<file path="src/include/hrr_defs.svh">
// Purpose: Constants for the hard row repair sequencer
// Assumes: 20 MHz core clock
// Notes: Times are kept in their own units; cycle counts derive from them
`ifndef HRR_DEFS_SVH
`define HRR_DEFS_SVH

`define HRR_CLK_MHZ 20
// Mode register four enable bit position
`define HRR_MR4_BIT 13
// Mode register selects on {bg, ba}
`define HRR_SEL_MR0 4'h0
`define HRR_SEL_MR4 4'h4
// Guard key address bits 11..7, bits 6..0 must read all ones
`define HRR_KEY0 5'h19
`define HRR_KEY1 5'h0F
`define HRR_KEY2 5'h17
`define HRR_KEY3 5'h07
`define HRR_KEY_LOW 7'h7F
// Data burst: four clocks, eight beats
`define HRR_BURST_CLKS 3'h4
`define HRR_HIGH_MIN_CLKS 3'h2
// Timing figures
`define HRR_PGM_TIME_X8_MS 1000
`define HRR_PGM_TIME_X16_MS 2000
`define HRR_PGM_EXIT_NS 15
`define HRR_EXIT_US 50
`define HRR_PGM_CYC(ms) ((ms) * 1000 * `HRR_CLK_MHZ)
`define HRR_PGM_EXIT_CYC \
  (((`HRR_PGM_EXIT_NS * `HRR_CLK_MHZ + 999) / 1000) < 1 ? 1 : \
   ((`HRR_PGM_EXIT_NS * `HRR_CLK_MHZ + 999) / 1000))
`define HRR_EXIT_CYC (`HRR_EXIT_US * `HRR_CLK_MHZ)

`endif

</file>
<file path="src/include/hrr_pkg.sv">
// Purpose: Types shared by the repair sequencer modules
// Assumes: Commands arrive already decoded
// Notes: None
package hrr_pkg;

  typedef enum logic [2:0] {
    HRR_CMD_DES,
    HRR_CMD_MRS,
    HRR_CMD_ACT,
    HRR_CMD_WR,
    HRR_CMD_WRA,
    HRR_CMD_PRE,
    HRR_CMD_REF,
    HRR_CMD_OTHER
  } hrr_cmd_e;

  typedef enum logic [1:0] {
    HRR_RES_LOW,
    HRR_RES_HIGH,
    HRR_RES_UNDEF
  } hrr_result_e;

endpackage : hrr_pkg

</file>
<file path="src/include/hrr_burst_if.sv">
// Purpose: Link between the sequencer and its burst checker
// Assumes: One clock domain
// Notes: start marks the cycle the repair write is taken
`timescale 1ns/1ps
`default_nettype none
interface hrr_burst_if
  import hrr_pkg::*;
#(
  parameter int DQ_W = 8
);
  logic start;
  logic [5:0] wl;
  logic [2*DQ_W-1:0] dq;
  logic done;
  hrr_result_e result;

  modport seq (output start, output wl, output dq, input done,
    input result);
  modport chk (input start, input wl, input dq, output done,
    output result);
endinterface : hrr_burst_if
`default_nettype wire

</file>
<file path="src/rtl/hrr_burst_check.sv">
// Purpose: Judge the four-clock data burst of the repair write
// Assumes: Two beats per clock, even beat in the low half of dq
// Notes: Latency below one clock is treated as one
`timescale 1ns/1ps
`default_nettype none
`include "hrr_defs.svh"
module hrr_burst_check
  import hrr_pkg::*;
#(
  parameter int DQ_W = 8
) (
  // Clock and reset
  input wire logic clock,
  input wire logic rst,
  // Sequencer side
  hrr_burst_if.chk bus
);

  typedef struct packed {
    logic wait_wl;
    logic beats;
    logic [5:0] cnt;
    logic [2:0] beat;
    logic any_high;
    logic [2:0] run_high;
    logic [2:0] max_high;
    logic done;
    hrr_result_e result;
  } hrr_chk_s;

  hrr_chk_s s;
  hrr_chk_s next_s;
  logic all_low;
  logic all_high;
  logic [2:0] run;

  always_comb begin
    next_s = s;
    next_s.done = 1'b0;
    all_low = ~|bus.dq;
    all_high = &bus.dq;
    run = all_high ? s.run_high + 3'h1 : 3'h0;
    if (bus.start) begin
      // First beat stands at the edge that is WL clocks after the write
      next_s.wait_wl = (bus.wl > 6'h01);
      next_s.beats = (bus.wl <= 6'h01);
      next_s.cnt = (bus.wl > 6'h01) ? bus.wl - 6'h01 : 6'h00;
      next_s.any_high = 1'b0;
      next_s.run_high = 3'h0;
      next_s.max_high = 3'h0;
      next_s.beat = 3'h0;
    end else if (s.wait_wl) begin
      next_s.cnt = s.cnt - 6'h01;
      if (s.cnt == 6'h01) begin
        next_s.wait_wl = 1'b0;
        next_s.beats = 1'b1;
      end
    end
    // Samples are taken while the beats window is open
    if (s.beats && !bus.start) begin
      next_s.any_high = s.any_high | ~all_low;
      next_s.run_high = run;
      if (run > s.max_high) begin
        next_s.max_high = run;
      end
      next_s.beat = s.beat + 3'h1;
      if (s.beat == `HRR_BURST_CLKS - 3'h1) begin
        next_s.beats = 1'b0;
        next_s.done = 1'b1;
        if (!(s.any_high | ~all_low)) begin
          next_s.result = HRR_RES_LOW;
        end else if (((run > s.max_high) ? run : s.max_high) >=
                     `HRR_HIGH_MIN_CLKS) begin
          next_s.result = HRR_RES_HIGH;
        end else begin
          next_s.result = HRR_RES_UNDEF;
        end
      end
    end
  end

  always_ff @(posedge clock or posedge rst) begin
    if (rst) begin
      s <= '0;
    end else begin
      s <= next_s;
    end
  end

  assign bus.done = s.done;
  assign bus.result = s.result;

endmodule : hrr_burst_check
`default_nettype wire

</file>
<file path="src/rtl/hrr_top.sv">
// Purpose: Device-side hard row repair sequencer, write-initiated variant
// Assumes: Commands decoded and inputs synchronous to clock
// Notes: Refresh is forbidden while the mode is active
// Contract
// - Mode register four bit enables, DQ high
// - Four ordered guard keys, no interruption
// - Repair starts only if all low
// - Any high bit blocks the repair
// - Two high clocks skip, keep data
// - Other patterns give an undefined outcome
`timescale 1ns/1ps
`default_nettype none
`include "hrr_defs.svh"
module hrr_top
  import hrr_pkg::*;
#(
  parameter int DQ_W = 8,
  parameter int PGM_CYCLES = (DQ_W == 16) ?
    `HRR_PGM_CYC(`HRR_PGM_TIME_X16_MS) : `HRR_PGM_CYC(`HRR_PGM_TIME_X8_MS),
  parameter int EXIT_CYCLES = `HRR_EXIT_CYC
) (
  // Clock and reset
  input wire logic clock,
  input wire logic rst,
  // Decoded command and address
  input wire hrr_cmd_e cmd,
  input wire logic [1:0] bg,
  input wire logic [1:0] ba,
  input wire logic [17:0] addr,
  input wire logic banks_idle,
  input wire logic [5:0] write_latency,
  // Data pins, two beats per clock
  input wire logic [2*DQ_W-1:0] dq_in,
  output logic [DQ_W-1:0] dq_out,
  output logic dq_oe,
  // Status towards the array
  output logic hard_row_repair_mode,
  output logic keys_rejected,
  output logic repair_start,
  output logic repair_busy,
  output logic repair_ok,
  output logic repair_skipped,
  output logic repair_undefined,
  output logic ref_violation,
  output logic mode_exiting,
  output logic [1:0] fail_bg,
  output logic [1:0] fail_ba,
  output logic [17:0] fail_row
);

  localparam int CW = $clog2(PGM_CYCLES + EXIT_CYCLES + 2);
  localparam logic [CW-1:0] PGM_C = CW'(PGM_CYCLES);
  localparam logic [CW-1:0] PEX_C = CW'(`HRR_PGM_EXIT_CYC);
  localparam logic [CW-1:0] EXIT_C = CW'(EXIT_CYCLES);

  typedef enum logic [3:0] {
    ST_NORMAL, ST_KEYS, ST_LOCKED, ST_ARMED, ST_ROW, ST_BURST,
    ST_PROGRAM, ST_HOLD, ST_RECOG, ST_DONE, ST_EXIT
  } hrr_state_e;

  typedef struct packed {
    hrr_state_e st;
    logic [1:0] key_idx;
    logic [CW-1:0] cnt;
    logic pre_seen;
    logic dq_high;
    logic oe;
    logic mode;
    logic keys_rej;
    logic start;
    logic busy;
    logic ok;
    logic skipped;
    logic undef;
    logic ref_bad;
    logic exiting;
    logic [1:0] bg;
    logic [1:0] ba;
    logic [17:0] row;
  } hrr_top_s;

  hrr_top_s s;
  hrr_top_s next_s;

  hrr_burst_if #(.DQ_W(DQ_W)) bif ();

  hrr_burst_check #(.DQ_W(DQ_W)) u_chk (
    .clock(clock),
    .rst(rst),
    .bus(bif.chk)
  );

  function automatic logic key_match(input logic [1:0] idx,
                                     input logic [1:0] kbg,
                                     input logic [1:0] kba,
                                     input logic [17:0] a);
    logic [4:0] want;
    case (idx)
      2'h0: want = `HRR_KEY0;
      2'h1: want = `HRR_KEY1;
      2'h2: want = `HRR_KEY2;
      default: want = `HRR_KEY3;
    endcase
    return ({kbg, kba} == `HRR_SEL_MR0) && (a[11:7] == want) &&
           (a[6:0] == `HRR_KEY_LOW);
  endfunction : key_match

  function automatic logic is_mr4(input hrr_cmd_e c,
                                  input logic [1:0] mbg,
                                  input logic [1:0] mba);
    return (c == HRR_CMD_MRS) && ({mbg, mba} == `HRR_SEL_MR4);
  endfunction : is_mr4

  logic wr_hit;

  always_comb begin
    next_s = s;
    next_s.start = 1'b0;
    // Only a plain write to the captured bank starts the data check
    wr_hit = (s.st == ST_ROW) && (cmd == HRR_CMD_WR) &&
             (bg == s.bg) && (ba == s.ba);
    if (s.mode && cmd == HRR_CMD_REF) begin
      next_s.ref_bad = 1'b1;
    end
    if (s.st != ST_PROGRAM && s.cnt != '0) begin
      next_s.cnt = s.cnt - CW'(1);
    end
    case (s.st)
      ST_NORMAL: begin
        if (is_mr4(cmd, bg, ba) && addr[`HRR_MR4_BIT] && banks_idle) begin
          next_s.st = ST_KEYS;
          next_s.mode = 1'b1;
          next_s.dq_high = 1'b1;
          next_s.oe = 1'b1;
          next_s.key_idx = 2'h0;
          next_s.keys_rej = 1'b0;
          next_s.ok = 1'b0;
          next_s.skipped = 1'b0;
          next_s.undef = 1'b0;
          next_s.ref_bad = 1'b0;
        end
      end
      ST_KEYS: begin
        if (cmd != HRR_CMD_DES) begin
          if (cmd == HRR_CMD_MRS && key_match(s.key_idx, bg, ba, addr)) begin
            next_s.key_idx = s.key_idx + 2'h1;
            if (s.key_idx == 2'h3) begin
              next_s.st = ST_ARMED;
            end
          end else begin
            // A broken key sequence leaves later commands as normal ones
            next_s.st = ST_LOCKED;
            next_s.keys_rej = 1'b1;
          end
        end
      end
      ST_ARMED: begin
        if (cmd == HRR_CMD_ACT) begin
          next_s.st = ST_ROW;
          next_s.bg = bg;
          next_s.ba = ba;
          next_s.row = addr;
        end
      end
      ST_ROW: begin
        if (wr_hit) begin
          // Release DQ so the controller can drive the burst
          next_s.st = ST_BURST;
          next_s.oe = 1'b0;
        end
      end
      ST_BURST: begin
        if (bif.done) begin
          next_s.oe = 1'b1;
          if (bif.result == HRR_RES_LOW) begin
            next_s.st = ST_PROGRAM;
            next_s.start = 1'b1;
            next_s.busy = 1'b1;
            next_s.cnt = PGM_C;
            next_s.pre_seen = 1'b0;
          end else begin
            next_s.st = ST_HOLD;
            next_s.skipped = (bif.result == HRR_RES_HIGH);
            next_s.undef = (bif.result == HRR_RES_UNDEF);
          end
        end
      end
      ST_PROGRAM: begin
        // An early precharge cannot cut the fuse time short
        if (cmd == HRR_CMD_PRE) begin
          next_s.pre_seen = 1'b1;
        end
        if (s.cnt > CW'(1)) begin
          next_s.cnt = s.cnt - CW'(1);
        end else begin
          next_s.busy = 1'b0;
          next_s.ok = 1'b1;
          next_s.cnt = '0;
          next_s.st = ST_HOLD;
          if (s.pre_seen || cmd == HRR_CMD_PRE) begin
            next_s.st = ST_RECOG;
            next_s.cnt = PEX_C;
          end
        end
      end
      ST_HOLD: begin
        if (cmd == HRR_CMD_PRE) begin
          next_s.st = ST_RECOG;
          next_s.cnt = PEX_C;
        end
      end
      ST_RECOG: begin
        if (s.cnt <= CW'(1)) begin
          next_s.st = ST_DONE;
        end
      end
      ST_EXIT: begin
        if (s.cnt <= CW'(1)) begin
          next_s.st = ST_NORMAL;
          next_s.exiting = 1'b0;
        end
      end
      default: begin
      end
    endcase
    // Clearing the enable bit leaves the mode from any repair state except ST_PROGRAM
    if (s.mode && is_mr4(cmd, bg, ba) && !addr[`HRR_MR4_BIT] &&
        s.st != ST_PROGRAM) begin
      next_s.st = ST_EXIT;
      next_s.mode = 1'b0;
      next_s.dq_high = 1'b0;
      next_s.oe = 1'b0;
      next_s.exiting = 1'b1;
      next_s.cnt = EXIT_C;
    end
  end

  always_ff @(posedge clock or posedge rst) begin
    if (rst) begin
      s <= '0;
    end else begin
      s <= next_s;
    end
  end

  assign bif.start = wr_hit;
  assign bif.wl = write_latency;
  assign bif.dq = dq_in;

  assign dq_out = {DQ_W{s.dq_high}};
  assign dq_oe = s.oe;
  assign hard_row_repair_mode = s.mode;
  assign keys_rejected = s.keys_rej;
  assign repair_start = s.start;
  assign repair_busy = s.busy;
  assign repair_ok = s.ok;
  assign repair_skipped = s.skipped;
  assign repair_undefined = s.undef;
  assign ref_violation = s.ref_bad;
  assign mode_exiting = s.exiting;
  assign fail_bg = s.bg;
  assign fail_ba = s.ba;
  assign fail_row = s.row;

endmodule : hrr_top
`default_nettype wire

</file>
<file path="config.mk">
export PLATFORM = sky130hd
export DESIGN_NAME = hrr_top
export DESIGN_NICKNAME = d
export VERILOG_FILES = /design/src/include/hrr_pkg.sv /design/src/include/hrr_burst_if.sv /design/src/rtl/hrr_burst_check.sv /design/src/rtl/hrr_top.sv
export VERILOG_INCLUDE_DIRS = /design/src /design/src/include
export SDC_FILE = /design/constraint.sdc
export NUM_CORES = 1
export LEC_CHECK = 0
export BUFFER_PORTS_ARGS = -buffer_cell sky130_fd_sc_hd__buf_2
export CAP_MARGIN = 20
export CORE_MARGIN = 5
export CORE_UTILIZATION = 50
export CTS_CLUSTER_DIAMETER = 100
export CTS_CLUSTER_SIZE = 28
export DETAILED_ROUTE_END_ITERATION = 6
export PLACE_DENSITY = 0.75
export REMOVE_ABC_BUFFERS = 1
export SLEW_MARGIN = 20
export SYNTH_ARGS = -nofsm -noshare
export SYNTH_HDL_FRONTEND = slang
export SYNTH_SLANG_ARGS = --single-unit
</file>
<file path="constraint.sdc">
create_clock -name clock -period 3 [get_ports clock]
set_input_delay 0.6 -clock clock [delete_from_list [all_inputs] [get_ports clock]]
set_output_delay 0.6 -clock clock [all_outputs]
set_load 0.005 [all_outputs]
</file>
==> metrics <==
status=complete, no violations; filler cell count in the final layout=895; H-tree depth=3; Wirelength per Cell=16.4 um; hold buffer count at CTS=0; final hold viol count=0; Reg area=2130 um2; Final Max Tran Viols=0; RSZ-0062 raised after global routing=false; row cnt=37; CP Class=reg -> reg; worst-path maximum fanout=7; crit path launch type=flop; Worst-path clk slew=0.09 ns; kind of cell adding the most delay to the critical path=compound AO/OA/AOI/OAI gates; Peak Freq=371 MHz; final setup fails=0; cell total after placement=753; All-Layer GR Usage=20.4%; via count=4512; final cell count without fillers=768; worst path arrival time=2.98 ns; DRT Pass-1 Iters=5; CTS resizes=0; area of the multi-input gates=2780 um2; Port-buffer cells=89; Synth Flop Type=dfrtp_1; clock tree buffer depth=2; Die Wd=113 um; nets@finish=695; worst slack at placement=0.152 ns; CTS tree=done; crit-path cells=inv_1, ha_1, or3_1, a211oi_1, o21bai_1, a2111oi_4, a221o_1, mux2i_1; Slew HR=47.8%; worst path buffer plus inverter count=1; Post-CTS Setup Bufs=0; Initial Utilization=51.3%; Initial DRC Count=442; Reg2Reg Setup Slack=0.30 ns; post-route ant nets=0; Die H=113 um; vias in the first global route=4575; Critical Path Sink Type=flop; via/cell ratio=5.88; Mapped Cells=565; max-cap violations=0; clk root buf=clkbuf_8; core area=10300 um2; worst-skew pair later-pin latency=0.36 ns; clk_skew=0.00954 ns; DRC violations left=0; Worst Slack Setup Final=0.305 ns; worst vdd ir=0.464 mV; first-pass GRT wire length=21600 um; Req. time, crit path=3.29 ns; Power Density=813 nW/um2; Final HPWL DP=9480 um; synthesized area=5290 um2; crit-path max cell delay=0.51 ns; number of I/O pins=90; Detailed Route WL=12600 um; EDFF count, synth=0; antenna cells=0; initial antenna violation count=0; register area share after synthesis=40.2%; commonest non-fill, non-tap cell in the layout=buf_2; Synth top area share=40.2%; gp weighted congestion=0.877; Yosys warning count=0; synth unique cells=70; largest net degree at the start of global routing=47; Leak=2.63 nW; DIE AREA=12700 um2; part of the cycle the worst path needs=89.8%; Num CTS Buffers=9; Slowest-stage cell, CP=a2111oi_4; cells taking the most area after synthesis=dfrtp_1 40%, mux2_2 4.9%, buf_4 4.3%; Syn Area/Cell=9.37 um2; Yosys reg bits=85; grt ovf=0; min Tclk post-route=2.70 ns; worst hold path type=in -> async; biggest area consumer among synthesized cells=dfrtp_1; clock sinks=85; Async S/R FF share, synth=100%; Area growth, synth to finish=12.5%; commonest non-fill, non-tap cells in the layout=89 x buf_2, 85 x dfrtp_1, 49 x nor2_1; Worst-Margin Slew=0.782 ns; share of layout cells above drive strength 1=25.8%
[stage by stage]
stage / power [mW] / TNS (ns) / hold slack, ns / cell area [um2] / util [%]
3_3_place_gp: 3.82 / 0 / 0.471 / 5730 / 55.5
5_1_grt: 5.20 / 0 / 0.414 / 5960 / 57.7
6_report: 4.84 / 0 / 0.345 / 5960 / 57.7
4_1_cts: 4.86 / 0 / 0.362 / 5960 / 57.7
2_1_floorplan: 3.25 / -15.90 / 0.465 / 4990 / -
3_5_place_dp: 3.92 / 0 / 0.471 / 5730 / 55.5
[state kept, by name (all words and copies together) (netlist names)]
register / flops
fail_row: 18
dq_out: 1
keys_rejected: 1
repair_ok: 1
u_chk.s: 18
repair_busy: 1
u_chk.bus.result: 2
ref_violation: 1
mode_exiting: 1
s: 32
repair_start: 1
fail_ba: 2
u_chk.bus.done: 1
repair_skipped: 1
repair_undefined: 1
fail_bg: 2
dq_oe: 1
[routing by layer]
metal  vias to the layer above  global-route usage, %  share of wire (%)
met2                       130                   35.7                 52
li1                       2146                      -                  -
met1                      2207                   24.5                 41
met3                        29                   4.65                5.1
met5                         -                      0                  0
met4                         0                   7.45                2.5
[cell usage after synthesis, drive strengths merged, types with 2 or more instances]
cell	count
dfrtp	85
nor2	50
nand2	42
buf	37
a21oi	28
nor3	26
inv	24
mux2	24
o21ai	18
ha	17
nor4	16
clkbuf	14
xnor2	14
xor2	14
a211oi	12
nand3	12
o31ai	12
mux2i	9
o21a	9
nand4	8
o22ai	8
or2	8
nand2b	7
nor2b	6
a31oi	5
or4	5
nand3b	4
a22o	3
a31o	3
and2	3
nand4b	3
o21bai	3
o22a	3
o32ai	3
or3	3
a2111oi	2
a21boi	2
a21o	2
nor4b	2
o41ai	2
[power breakdown]
part           switching [mW]  internal [mW]  total, mW
clock                   0.428          0.490      0.918
combinational            1.04          0.920       1.96
sequential              0.436           1.53       1.97
total                    1.90           2.94       4.84
[final timing paths]
check / from / end / cells after the start
worst max-delay path: s[59] / s[63] / 8
worst min-delay path: rst / fail_row[16] / 2
worst max register to register: s[59] / s[63] / 8
worst min register to register: keys_rejected / keys_rejected / 1
max in group asynchronous: rst / fail_row[6] / 3
min in group clock: addr[17] / fail_row[17] / 2
[cells by family (layout without fill, tap and decap cells)]
kind of cell	Yosys count	count (layout)	share of synthesized area (%)
fa+ha+maj	17	17	4.02
simple gates	201	201	20.3
mux	33	33	6.81
xor+xnor	28	28	4.63
compound gates	126	126	16.5
flops	85	85	40.2
buf+inv	75	142	7.52
[final cells by class]
cell class	instances	area share, %
inverters	24	1.53
clock inverters	5	1.43
flip-flops and latches	85	35.7
multi-input cells	405	46.7
well taps	136	2.86
clock buffers	10	2.31
repair buffers	103	9.45
Power figures use the tool's default switching activity.
